===== src/swdp_pkg.sv =====
// Functional notes
// - pointer is high byte over low byte, both read/write, reset zero.
// - combined pointer drives the external data and program memory address.
// - status bits 5 and 1 are free user flags with no hardware effect.
// - bank field bits 4:3 places R0-R7 at 00h, 08h, 10h or 18h.
// - add overflow set when exactly one of carries from bit 6 and 7.
// - subtract overflow set when exactly one of borrows out of bit 6 and 7.
// - multiply overflow set when the product exceeds 255.
// - divide clears overflow unless divisor was zero, then sets it.
// - parity bit 0 always equals XOR of accumulator bits, read-only.
package swdp_pkg;
  // register indices; byte address is four times the index
  localparam logic [7:0] PTR_LO_IDX = 8'h82;
  localparam logic [7:0] PTR_HI_IDX = 8'h83;
  localparam logic [7:0] STATUS_IDX = 8'hD0;
  localparam logic [31:0] PTR_LO_ADDR = {22'h000000, PTR_LO_IDX, 2'h0};
  localparam logic [31:0] PTR_HI_ADDR = {22'h000000, PTR_HI_IDX, 2'h0};
  localparam logic [31:0] STATUS_ADDR = {22'h000000, STATUS_IDX, 2'h0};
  localparam logic [7:0] PTR_RST = 8'h00;
  localparam logic [7:0] STATUS_RST = 8'h00;
  // status word field positions
  localparam int CARRY_POS = 7;
  localparam int NIB_POS = 6;
  localparam int UFLAG0_POS = 5;
  localparam int BANK_HI_POS = 4;
  localparam int BANK_LO_POS = 3;
  localparam int RANGE_POS = 2;
  localparam int UFLAG1_POS = 1;
  localparam int PARITY_POS = 0;
  // AHB-Lite encodings
  localparam logic [1:0] HTRANS_NONSEQ = 2'h2;
  localparam logic [2:0] HSIZE_WORD = 3'h2;
  localparam logic HRESP_OKAY = 1'h0;

  typedef enum logic [2:0] {
    SWDP_OP_ADD = 3'h0,
    SWDP_OP_ADD_CARRY = 3'h1,
    SWDP_OP_SUB_BORROW = 3'h2,
    SWDP_OP_MULT = 3'h3,
    SWDP_OP_DIV = 3'h4
  } swdp_op_t;

  typedef struct packed {
    logic valid;
    swdp_op_t op;
    logic [7:0] a;
    logic [7:0] b;
  } swdp_alu_req_t;
endpackage


===== src/swdp_core.sv =====
// Implementation choice: the AHB-Lite register port.
`timescale 1ns/1ns
`default_nettype none
module swdp_core (
  // clock and reset
  input wire logic REF_CLK_IN,
  input wire logic RSTN_IN,
  // AHB-Lite slave
  input wire logic HSEL_IN,
  input wire logic [31:0] HADDR_IN,
  input wire logic [1:0] HTRANS_IN,
  input wire logic HWRITE_IN,
  input wire logic [2:0] HSIZE_IN,
  input wire logic [31:0] HWDATA_IN,
  input wire logic HREADY_IN,
  output logic [31:0] HRDATA_OUT,
  output logic HREADYOUT_OUT,
  output logic HRESP_OUT,
  // core side
  input wire swdp_pkg::swdp_alu_req_t ALU_REQ_IN,
  input wire logic [7:0] ACC_IN,
  input wire logic [2:0] WREG_NUM_IN,
  output logic [15:0] PTR_ADDR_OUT,
  output logic [4:0] WREG_ADDR_OUT,
  output logic [7:0] STATUS_OUT
);
  // word match; byte lanes below bit 2 are ignored
  function automatic logic hit(input logic [31:0] addr, input logic [31:0] reg_addr);
    hit = (addr[31:2] == reg_addr[31:2]);
  endfunction

  // pointer bytes
  logic [7:0] ptr_lo_q;
  logic [7:0] ptr_hi_q;

  // stored status bits; parity is never stored
  logic carry_q;
  logic nib_q;
  logic uf0_q;
  logic [1:0] bank_q;
  logic range_q;
  logic uf1_q;

  // bus data-phase state
  logic [2:0] wsel_q;
  logic [2:0] wsel_d;
  logic [31:0] rdata_q;
  logic [31:0] rdata_d;

  // bus address phase
  wire addr_phase = HSEL_IN && HREADY_IN && (HTRANS_IN == swdp_pkg::HTRANS_NONSEQ);
  wire hit_lo = hit(HADDR_IN, swdp_pkg::PTR_LO_ADDR);
  wire hit_hi = hit(HADDR_IN, swdp_pkg::PTR_HI_ADDR);
  wire hit_st = hit(HADDR_IN, swdp_pkg::STATUS_ADDR);
  // narrow writes are dropped, not merged into a lane
  wire wr_ok = addr_phase && HWRITE_IN && (HSIZE_IN == swdp_pkg::HSIZE_WORD);
  wire rd_ok = addr_phase && !HWRITE_IN;

  // write strobes live in the data phase, while write data stands
  wire wr_lo = wsel_q[0];
  wire wr_hi = wsel_q[1];
  wire wr_st = wsel_q[2];
  wire [7:0] wbyte = HWDATA_IN[7:0];

  wire parity = ^ACC_IN;
  wire [7:0] status = {carry_q, nib_q, uf0_q, bank_q, range_q, uf1_q, parity};

  assign wsel_d = wr_ok ? {hit_st, hit_hi, hit_lo} : 3'h0;

  // loaded at the address phase so it stands through the data phase;
  // parity is the accumulator at that edge, not at the data-phase edge
  assign rdata_d = !rd_ok ? rdata_q :
                   hit_lo ? {24'h000000, ptr_lo_q} :
                   hit_hi ? {24'h000000, ptr_hi_q} :
                   hit_st ? {24'h000000, status} : 32'h00000000;

  // arithmetic operation decode
  wire req_v = ALU_REQ_IN.valid;
  wire [7:0] opa = ALU_REQ_IN.a;
  wire [7:0] opb = ALU_REQ_IN.b;
  wire is_add = (ALU_REQ_IN.op == swdp_pkg::SWDP_OP_ADD);
  wire is_adc = (ALU_REQ_IN.op == swdp_pkg::SWDP_OP_ADD_CARRY);
  wire is_sbb = (ALU_REQ_IN.op == swdp_pkg::SWDP_OP_SUB_BORROW);
  wire is_mult = (ALU_REQ_IN.op == swdp_pkg::SWDP_OP_MULT);
  wire is_div = (ALU_REQ_IN.op == swdp_pkg::SWDP_OP_DIV);

  // stored carry doubles as borrow-in for the subtract
  wire cin = (is_adc || is_sbb) && carry_q;

  // partial sums give the carries out of bits 3, 6 and 7
  wire [8:0] sum9 = {1'b0, opa} + {1'b0, opb} + {8'h00, cin};
  wire [7:0] sum7 = {1'b0, opa[6:0]} + {1'b0, opb[6:0]} + {7'h00, cin};
  wire [4:0] sum4 = {1'b0, opa[3:0]} + {1'b0, opb[3:0]} + {4'h0, cin};
  wire [8:0] dif9 = {1'b0, opa} - {1'b0, opb} - {8'h00, cin};
  wire [7:0] dif7 = {1'b0, opa[6:0]} - {1'b0, opb[6:0]} - {7'h00, cin};
  wire [4:0] dif4 = {1'b0, opa[3:0]} - {1'b0, opb[3:0]} - {4'h0, cin};
  wire [15:0] prod = {8'h00, opa} * {8'h00, opb};

  wire adding = is_add || is_adc;
  // codes 5 to 7 fall out here and leave every flag alone
  wire arith = req_v && (adding || is_sbb || is_mult || is_div);
  wire nib_touch = req_v && (adding || is_sbb);

  // carry and borrow out of bit 7
  wire alu_carry = adding ? sum9[8] : is_sbb ? dif9[8] : 1'b0;
  wire alu_nib = adding ? sum4[4] : dif4[4];
  wire rng_add = sum9[8] ^ sum7[7];
  wire rng_sub = dif9[8] ^ dif7[7];
  wire rng_mult = |prod[15:8];
  wire rng_div = (opb == 8'h00);
  wire alu_rng = adding ? rng_add : is_sbb ? rng_sub : is_mult ? rng_mult : rng_div;

  // core updates win over a software write in the same cycle
  wire carry_d = arith ? alu_carry : wr_st ? wbyte[swdp_pkg::CARRY_POS] : carry_q;
  wire nib_d = nib_touch ? alu_nib : wr_st ? wbyte[swdp_pkg::NIB_POS] : nib_q;
  wire range_d = arith ? alu_rng : wr_st ? wbyte[swdp_pkg::RANGE_POS] : range_q;

  always_ff @(posedge REF_CLK_IN) begin
    if (!RSTN_IN) begin
      wsel_q <= 3'h0;
      rdata_q <= 32'h00000000;
    end else begin
      wsel_q <= wsel_d;
      rdata_q <= rdata_d;
    end
  end

  always_ff @(posedge REF_CLK_IN) begin
    if (!RSTN_IN) begin
      ptr_lo_q <= swdp_pkg::PTR_RST;
      ptr_hi_q <= swdp_pkg::PTR_RST;
    end else begin
      if (wr_lo) begin
        ptr_lo_q <= wbyte;
      end
      if (wr_hi) begin
        ptr_hi_q <= wbyte;
      end
    end
  end

  always_ff @(posedge REF_CLK_IN) begin
    if (!RSTN_IN) begin
      {carry_q, nib_q, uf0_q, bank_q, range_q, uf1_q} <= swdp_pkg::STATUS_RST[7:1];
    end else begin
      carry_q <= carry_d;
      nib_q <= nib_d;
      range_q <= range_d;
      // bank field written by software only
      if (wr_st) begin
        uf0_q <= wbyte[swdp_pkg::UFLAG0_POS];
        bank_q <= wbyte[swdp_pkg::BANK_HI_POS:swdp_pkg::BANK_LO_POS];
        uf1_q <= wbyte[swdp_pkg::UFLAG1_POS];
      end
    end
  end

  assign HRDATA_OUT = rdata_q;
  assign HREADYOUT_OUT = 1'b1;
  assign HRESP_OUT = swdp_pkg::HRESP_OKAY;
  assign PTR_ADDR_OUT = {ptr_hi_q, ptr_lo_q};
  assign WREG_ADDR_OUT = {bank_q, WREG_NUM_IN};
  assign STATUS_OUT = status;

  // reference values for the checks, built from the visible status word
  wire [7:0] chk_cin = {7'h00, (is_adc || is_sbb) && STATUS_OUT[swdp_pkg::CARRY_POS]};
  wire [7:0] chk_sum = opa + opb + chk_cin;
  wire [7:0] chk_dif = opa - opb - chk_cin;
  wire chk_add_ovf = (opa[7] == opb[7]) && (chk_sum[7] != opa[7]);
  wire chk_sub_ovf = (opa[7] != opb[7]) && (chk_dif[7] != opa[7]);
  wire chk_add_c7 = ({1'b0, opa} + {1'b0, opb} + {1'b0, chk_cin}) > 9'h0FF;
  wire chk_sub_b7 = {1'b0, opa} < ({1'b0, opb} + {1'b0, chk_cin});
  wire chk_add_c3 = ({1'b0, opa[3:0]} + {1'b0, opb[3:0]} + chk_cin[4:0]) > 5'h0F;
  wire chk_sub_b3 = {1'b0, opa[3:0]} < ({1'b0, opb[3:0]} + chk_cin[4:0]);
endmodule
`default_nettype wire


===== config.mk =====
export PLATFORM = sky130hd
export DESIGN_NAME = swdp_core
export DESIGN_NICKNAME = d
export VERILOG_FILES = /design/src/swdp_pkg.sv /design/src/swdp_core.sv
export SDC_FILE = /design/constraint.sdc
export NUM_CORES = 1
export LEC_CHECK = 0
export BUFFER_PORTS_ARGS = -buffer_cell sky130_fd_sc_hd__buf_2
export CORE_MARGIN = 2
export CORE_UTILIZATION = 51
export CTS_BUF_LIST = sky130_fd_sc_hd__clkbuf_16
export CTS_CLUSTER_SIZE = 20
export DETAILED_ROUTE_END_ITERATION = 16
export GPL_ROUTABILITY_DRIVEN = 0
export HOLD_SLACK_MARGIN = 0.03
export PLACE_DENSITY = 0.8
export SYNTH_ARGS = -nofsm -noshare
export SYNTH_HDL_FRONTEND = slang
export SYNTH_SLANG_ARGS = --single-unit

===== constraint.sdc =====
create_clock -name REF_CLK_IN -period 5.19 [get_ports REF_CLK_IN]
set_clock_uncertainty 0.05 [all_clocks]
set_input_delay 0 -clock REF_CLK_IN [delete_from_list [all_inputs] [get_ports REF_CLK_IN]]
set_output_delay 0 -clock REF_CLK_IN [all_outputs]
set_load 0.01 [all_outputs]

# Word-level counts from Yosys, hierarchy flattened
# Index checks and enable logic that the tools add are counted.
[classes] addsub=12 multipliers=1 n_eq_ne=9 muxes=15 n_bitwise=2 reduce_logical=21
[ops] cell="$eq 30x8->1 const B" count=3
[ops] cell="$mux 8" count=3
[ops] cell="$mul 8x8->16" count=1
[ops] cell="$mux 1" count=12
[ops] cell="$add 8x8->9" count=1
[ops] cell="$add 9x1->9" count=1
[ops] cell="$eq 3x2->1 const B" count=3
[ops] cell="$sub 8x8->9" count=1
[ops] cell="$sub 9x1->9" count=1
[ops] cell="$add 7x7->8" count=1
[ops] cell="$add 8x1->8" count=1
[ops] cell="$logic_and 1x1->1" count=8
[ops] cell="$logic_not 8->1" count=1
[ops] cell="$reduce_or 8->1" count=1
[ops] cell="$reduce_xor 8->1" count=1
[ops] cell="$sub 7x7->8" count=1
[ops] cell="$sub 8x1->8" count=1
[ops] cell="$add 4x4->5" count=1
[ops] cell="$add 5x1->5" count=1
[ops] cell="$logic_or 1x1->1" count=5
[ops] cell="$sub 4x4->5" count=1
[ops] cell="$sub 5x1->5" count=1
[ops] cell="$reduce_bool 2->1" count=2
[ops] cell="$eq 3x1->1 const B" count=1
[ops] cell="6 further kinds" count=7
[word_totals] ff_bits=58 inputBits=105 output_inout_bits=63 word_cells=70

# Depth between registers and ports, before layout
# Gate-level depths: netlist (run 1).
[logic_depth] ltp_word=8 mapped_depth=18 depth_no_buf=18

# Least setup slack after synthesis (run 1)
# Ideal clock, no wire load.
[synth_path] path_type="input port to flip-flop" startpoint="in ALU_REQ_IN[4] (netlist bit)" endpoint="reg range_q" setup_ns=0.070 t_arrival_ns=3.935 required_time_ns=5.070 setup_slack_ns=1.135 path_stages=15 n_path_buf=0 cell_sequence="ha_1 -> fa_1 -> inv_1 -> fa_1 -> fa_1 -> fa_1 -> inv_1 -> ha_1 -> and3_1 -> a21oi_2 -> nor3_1 -> a2111oi_4 -> mux2i_1 -> a311o_1 -> a21oi_1"
[synth_via] elab_chain_cells=6 word_cells_on_any_way=17 cone_classes="8 x add/sub; 1 x mul; 4 x mux; 2 x bitwise; 2 x reduce/logical"
[synth_rtl] element="from (decl)" line_no="swdp_core.sv:20" rtl="input wire swdp_pkg::swdp_alu_req_t ALU_REQ_IN,"
[synth_rtl] element="$mul 8x8->16 (tied with other cells)" line_no="swdp_core.sv:97" rtl="wire [15:0] prod = {8'h00, opa} * {8'h00, opb};"
[synth_rtl] element="$reduce_or 8->1 (tied with other cells)" line_no="swdp_core.sv:109" rtl="wire rng_mult = |prod[15:8];"
[synth_rtl] element="$mux 1 / $xor 1x1->1 (equally long branches)" line_no="swdp_core.sv:111, swdp_core.sv:108"
[synth_rtl] element="$mux 1" line_no="swdp_core.sv:111" rtl="wire alu_rng = adding ? rng_add : is_sbb ? rng_sub : is_mult ? rng_mult : rng_div;"
[synth_rtl] element="$mux 1 (*)" line_no="swdp_core.sv:111"
[synth_rtl] element="$mux 1 (*)" line_no="swdp_core.sv:116" rtl="wire range_d = arith ? alu_rng : wr_st ? wbyte[swdp_pkg::RANGE_POS] : range_q;"
[synth_rtl] element="to (signal assigned)" line_no="swdp_core.sv:144" rtl="{carry_q, nib_q, uf0_q, bank_q, range_q, uf1_q} <= swdp_pkg::STATUS_RST[7:1];"
[synth_rtl] element="to (signal assigned)" line_no="swdp_core.sv:148" rtl="range_q <= range_d;"
[synth_rtl] element="to (decl)" line_no="swdp_core.sv:41" rtl="logic range_q;"
# Mark *: on every way between the ends. The rest lies on a longest branch, timed or not.
# A chain may end at the register's enable or synchronous reset.

# Final worst setup path (run 1)
# Same ends and word-level chain as after synthesis.

==> results of run 1 <==
## area by class of cell
| type | count | share of cell area |
|---|---|---|
| multi-input combinational | 383 | 0.634 |
| timing repair buffer | 123 | 0.133 |
| sequential | 34 | 0.132 |
| inverter | 63 | 0.0460 |
| tap | 105 | 0.0256 |
| clock buffer | 5 | 0.0244 |
| clock inverter | 3 | 0.00317 |
| antenna | 1 | 0.000487 |
## worst paths after layout
| kind | cells after the start | slack [ps] | to | start |
|---|---|---|---|---|
| worst max-delay path | 16 | 930 | range_q | ALU_REQ_IN[4] |
| worst max register to register | 11 | 2700 | range_q | carry_q |
| worst min register to register | 1 | 440 | HRDATA_OUT[7] | HRDATA_OUT[7] |
| worst min-delay path | 4 | 60 | wsel_q[2] | HSIZE_IN[0] |
## cells in the final DEF, fill, tap and decap left out, types with 10 or more instances in the layout
cell | netlist | layout
a21oi_1 | 10 | 10
and2_1 | 26 | 26
buf_2 | 2 | 109
conb_1 | 2 | 26
dfxtp_1 | 34 | 34
dlygate4sd3_1 | 0 | 14
fa_1 | 37 | 37
ha_1 | 52 | 52
inv_1 | 63 | 63
mux2i_1 | 27 | 27
nand2_1 | 42 | 42
nor2_1 | 29 | 29
nor2b_1 | 21 | 21
## cell families after synthesis
| family | share of synthesized area |
|---|---|
| AOI/OAI and AO/OA | 0.104 |
| xor gates and xnor gates | 0.0278 |
| and+or+nand+nor | 0.188 |
| adders and majority gates | 0.315 |
| muxes | 0.0817 |
| DFF | 0.154 |
| other | 0.00170 |
| buffers and inverters | 0.127 |
## state kept, by name (all words and copies together) (netlist names)
signal and flops:
range_q 1, HRDATA_OUT 8, uf1_q 1, carry_q 1, wsel_q 3, uf0_q 1
ptr_hi_q 8, bank_q 2, ptr_lo_q 8, nib_q 1
## metal layers
layer / vias up / routed length (microns) / track usage
met3: 17 / 702 / 0.0368
met1: 1777 / 4310 / 0.279
met4: 0 / 189 / 0.0639
met2: 152 / 5390 / 0.406
met5: - / 0 / 0
li1: 1825 / - / -
## repair_timing
action | CTS | global route
endpoints found under the hold margin | 25 | 0
setup buffers | 0 | 0
hold buffers | 14 | 0
resized for setup | 0 | 0
## worst reg2reg max path, cell delays in order, from the launching register on
cell,delay [ps]
dfxtp_1,380
nand3b_1,140
fa_1,380
ha_1,280
nand2_1,80
a31oi_1,110
o211ai_1,270
a21o_1,170
nand3_1,80
xnor2_1,140
o31a_1,230
a21oi_1,110
## power breakdown
group          total, mW  internal [mW]  switching (mW)  leakage [nW]
clock network      0.280          0.175           0.105        0.0672
logic              0.703          0.302           0.401          2.32
registers          0.267          0.264         0.00246         0.275
total               1.25          0.741           0.509          2.66
==> reports/results.ini, run 1 <==
[clock_tree]
clk_pin_slew_worst_paths_ps = 50
numCtsBuffers = 5
root_buffer = clkbuf_16
cts_sinks = 34
clk_latency_ps = 280
clockBufferDepth = 2
htreeDepth = 2
cts_tree = built

[status]
status = finished, final reports clean

[floorplanning]
start_util = 0.532
num_io_pins = 168
die-width_microns = 97.0
die-area_sq_um = 9410
rows = 33
core-area_sq_um = 8300
die_h_microns = 97.0

[timing]
fin_crit_sh = 0.821
tns_ps = 0
worst_slew_pin_slew_ps = 919
setup_violations = 0
max_slew_margin = 0.385
drv_slew = 0
fmax_ghz = 0.235
timing.hold.ws_ps = 56.0
hold_viol = 0
rsz0062_at_grt = no
fin_ws_ps = 931
finalCriticalPeriod_ps = 4260

[flow_run]
cap_violations = 0

[placement]
placed_area_sq_um = 4850
place_ws_ps = 653
io_buffers = 109
placed_cells = 694
dp.final_hpwl_mm = 8.58

[routing]
routedWlPerCell_microns = 14.8
dr.pass1.iters = 4
vias = 3771
drc_errors = 0
wirelength_mm = 10.6
ant_nets = 0
vias_per_cell = 5.26
drt_iter0_markers = 155

[critical_path]
crit_type = in -> reg
endpoint_kind = flip-flop
slowest_delay_ps = 550
path_delay_family = adder cells
cp.required_ps = 5300
path_common_cell = fa_1
worstPathMaxFanout = 10
cp_slowest_cell = fa_1
start_kind = primary input
worst-endpoint-arrival_ps = 4370
crit_chain = buf_2, ha_1, fa_1, inv_1, fa_1, fa_1, fa_1, inv_1, ha_1, and3_1, a21oi_2, nor3_1, a2111oi_4, mux2i_1, a311o_1, a21oi_1
worst-path-buf-inv = 3

[logic_synthesis]
ys_async_sr_fraction = 0
seq_area_frac_synth = 0.154
netlist_area_sq_um = 4410
syn-instance-count = 505
post-synth-top-count-cell = inv_1
synthTopCellsByArea = fa_1 17%, dfxtp_1 15%, ha_1 15%, buf_4 6.3%, mux2i_1 6.1%
yosysWarnings = 0
avgSynthCellArea_sq_um = 8.74
synth_edf_count = 0
synth_top_cell_by_area = fa_1
synth_flop_cell = dfxtp_1
yosysUniqueCellTypes = 51
yosys.area.top_type_share = 0.168
synth_common_cells = 63 x inv_1, 52 x ha_1, 42 x nand2_1, 37 x buf_4, 37 x fa_1
yosys_register_bits = 34

[grt]
gr-total-overflow = 0
grt_use_total = 0.226
grt_first_pass_wirelength_mm = 17.8
grt_pass1_vias = 3866
grt_max_degree = 33
antenna_found_initial = 0

[power_and_ir_drop]
leakagePower_nw = 2.66
power.total_mw = 1.25
pwr_density_cell_nw_per_um2 = 243
ir_worst_vdd_uv = 137

[cells_and_area]
layout-drive-gt1-share = 0.214
regArea_sq_um = 681
final_core_util = 0.619
fill_cells = 718
area.growth.synth_to_final_pct = 16.4
nets = 804
fin_area_sq_um = 5140
fin_cells = 717
multi_input_area_sq_um = 3260

[min_path]
hold_path_class = in -> reg

Power figures use the tool's default switching activity.
==> inputs of run 2 (changes only) <==
- ABC_AREA: not set -> 1
- CORE_UTILIZATION: 51 -> 52
- clock period: 5.19 -> 4.2 ns (I/O delays scaled with it)
==> run 2 against run 1 <==
Worst hold slack got worse by 18 ps. Clock power rose by 21%. Die area rose by 7.9%. Critical path depth rose by 8. First-iteration DRC count rose by 24%. Power rose by 44%. Via count rose by 25%. Combinational power rose by 62%. Largest power group unchanged. Highest routed layer unchanged.
==> reports/results.ini, run 2 <==
[power_and_ir_drop]
ir_worst_vdd_uv = 194
leakagePower_nw = 3.32
power.total_mw = 1.80
pwr_density_cell_nw_per_um2 = 313

[routing]
routedWlPerCell_microns = 13.0
drc_errors = 0
wirelength_mm = 12.3
ant_nets = 0
vias = 4731
dr.pass1.iters = 6
drt_iter0_markers = 192
vias_per_cell = 4.99

[critical_path]
crit_chain = buf_2, ha_1, fa_1, inv_1, fa_1, fa_1, fa_1, inv_1, ha_1, nand2_2, inv_1, nand2_1, nand3_1, a21oi_2, xor2_1, nand2_1, nor2_1, nand2_1, nand2_1, nand3_1, nand2_1, nand2_1, nand2_1, a21oi_2
path_delay_family = adder cells
worstPathMaxFanout = 5
endpoint_kind = flip-flop
path_common_cell = nand2_1
crit_type = in -> reg
cp_slowest_cell = fa_1
start_kind = primary input
worst-endpoint-arrival_ps = 4010
worst-path-buf-inv = 4
slowest_delay_ps = 540
cp.required_ps = 4300

[grt]
grt_first_pass_wirelength_mm = 19.9
grt_use_total = 0.243
gr-total-overflow = 0
grt_pass1_vias = 4416
antenna_found_initial = 0
grt_max_degree = 23

[clock_tree]
clockBufferDepth = 2
htreeDepth = 2
cts_setup_buffers = 0
cts_tree = built
clk_pin_slew_worst_paths_ps = 50
clk_latency_ps = 280
cts_sinks = 34
numCtsBuffers = 5
root_buffer = clkbuf_16

[logic_synthesis]
yosys_register_bits = 34
ys_async_sr_fraction = 0
synth_common_cells = 156 x nand2_1, 154 x inv_1, 63 x nor2_1, 52 x ha_1, 39 x buf_4
synth_top_cell_by_area = fa_1
yosys.area.top_type_share = 0.152
avgSynthCellArea_sq_um = 6.79
yosysWarnings = 0
seq_area_frac_synth = 0.140
yosysUniqueCellTypes = 42
netlist_area_sq_um = 4870
synth_edf_count = 0
synth_flop_cell = dfxtp_1
post-synth-top-count-cell = nand2_1
syn-instance-count = 717
synthTopCellsByArea = fa_1 15%, dfxtp_1 14%, ha_1 13%, nand2_1 12%, inv_1 12%

[placement]
place_ws_ps = -98.3
dp.final_hpwl_mm = 9.86
io_buffers = 109

[timing]
max_slew_margin = 0.592
hold_viol = 0
worst_slew_pin_slew_ps = 609
setup_violations = 0
drv_slew = 0
fin_ws_ps = 293
fin_crit_sh = 0.930
finalCriticalPeriod_ps = 3910
fmax_ghz = 0.256

[floorplanning]
die-width_microns = 101
die_h_microns = 101
die-area_sq_um = 10200
start_util = 0.532
core-area_sq_um = 9150
rows = 35
num_io_pins = 168

[min_path]
hold_path_class = in -> reg

[cells_and_area]
layout_common_cells = 155 x nand2_1, 154 x inv_1, 108 x buf_2
fill_cells = 828
area.growth.synth_to_final_pct = 18.2
final_common_cell = nand2_1
layout-drive-gt1-share = 0.195
antenna_cells = 0
nets = 1031

[flow_run]
cap_violations = 0

[status]
status = finished, final reports clean

## run 2: cell count changes after synthesis, moves of 21 or more
cell,change
nor2b_1,-21
mux2i_1,-27
o21ai_0,+22
and2_1,-26
nor2_1,+34
a21oi_1,+25
nand2_1,+114
inv_1,+91
## run 2: repair_timing
item	in CTS	in global routing
hold buffers	18	0
resized for setup	0	6
endpoints found under the hold margin	26	0
setup endpoints to repair	0	1
## run 2: cells by family (layout without fill, tap and decap cells)
| logic type | after synthesis | count (layout) | synth area share |
|---|---|---|---|
| AOI/OAI and AO/OA | 83 | 83 | 0.0974 |
| xor gates and xnor gates | 13 | 13 | 0.0234 |
| adders and majority gates | 89 | 89 | 0.286 |
| buffers and inverters | 216 | 312 | 0.201 |
| DFF | 34 | 34 | 0.140 |
| other | 2 | 26 | 0.00154 |
| and+or+nand+nor | 280 | 280 | 0.251 |
## run 2: stage by stage
step / TNS [ps] / hold slack [ps] / util / area, sq um / instances
global placement: 0 / -49.9 / 0.591 / 5410 / 923
floorplan: 0 / 41.8 / - / 4960 / 741
global route: -24.8 / 68.2 / 0.629 / 5750 / 948
detailed placement: -98.3 / -49.9 / 0.591 / 5410 / 923
CTS: 0 / 32.9 / 0.626 / 5730 / 948
finish: 0 / 38.0 / 0.629 / 5750 / 948
## run 2: worst paths after layout
kind | startpoint | endpoint | slack [ps] | cells after the start
setup reg to reg | carry_q | range_q | 1430 | 18
setup / recovery | ALU_REQ_IN[4] | range_q | 290 | 24
hold reg to reg | HRDATA_OUT[3] | HRDATA_OUT[3] | 420 | 2
hold / removal | HADDR_IN[3] | wsel_q[2] | 40 | 4
## run 2: final cells by class
type                       instances  area [sq um]  area share
clock buffer                       5           125      0.0217
clock inverter                     2          10.0     0.00174
inverter                         157           589       0.102
multi-input combinational        491          3320       0.578
sequential                        34           681       0.118
tap                              111           139      0.0241
timing repair buffer             148           886       0.154
## run 2: where the power goes
group | switching, mW | internal (mW) | total (mW)
Sequential | 0.00153 | 0.325 | 0.326
Combinational | 0.653 | 0.484 | 1.14
Clock | 0.126 | 0.213 | 0.339
## run 2: worst reg2reg max path: stages, from the launching register on
cell and delay, ps:
dfxtp_1 350, inv_1 100, a21oi_1 250, inv_1 90, fa_1 370, ha_1 320
nand2_4 90, nand3b_4 90, a21oi_4 150, o21ai_2 70, or2_4 230, nand2_1 60
nand2_1 40, nand3_1 90, nand3_1 80, nand2_1 60, nand2_1 50, nand2_1 60
a21oi_2 50
## run 2: layer usage
layer | vias up | share of wire | track usage
li1 | 2370 | - | -
met1 | 2148 | 0.42 | 0.302
met2 | 192 | 0.50 | 0.448
met3 | 21 | 0.064 | 0.0250
met4 | 0 | 0.017 | 0.0590
met5 | - | 0 | 0
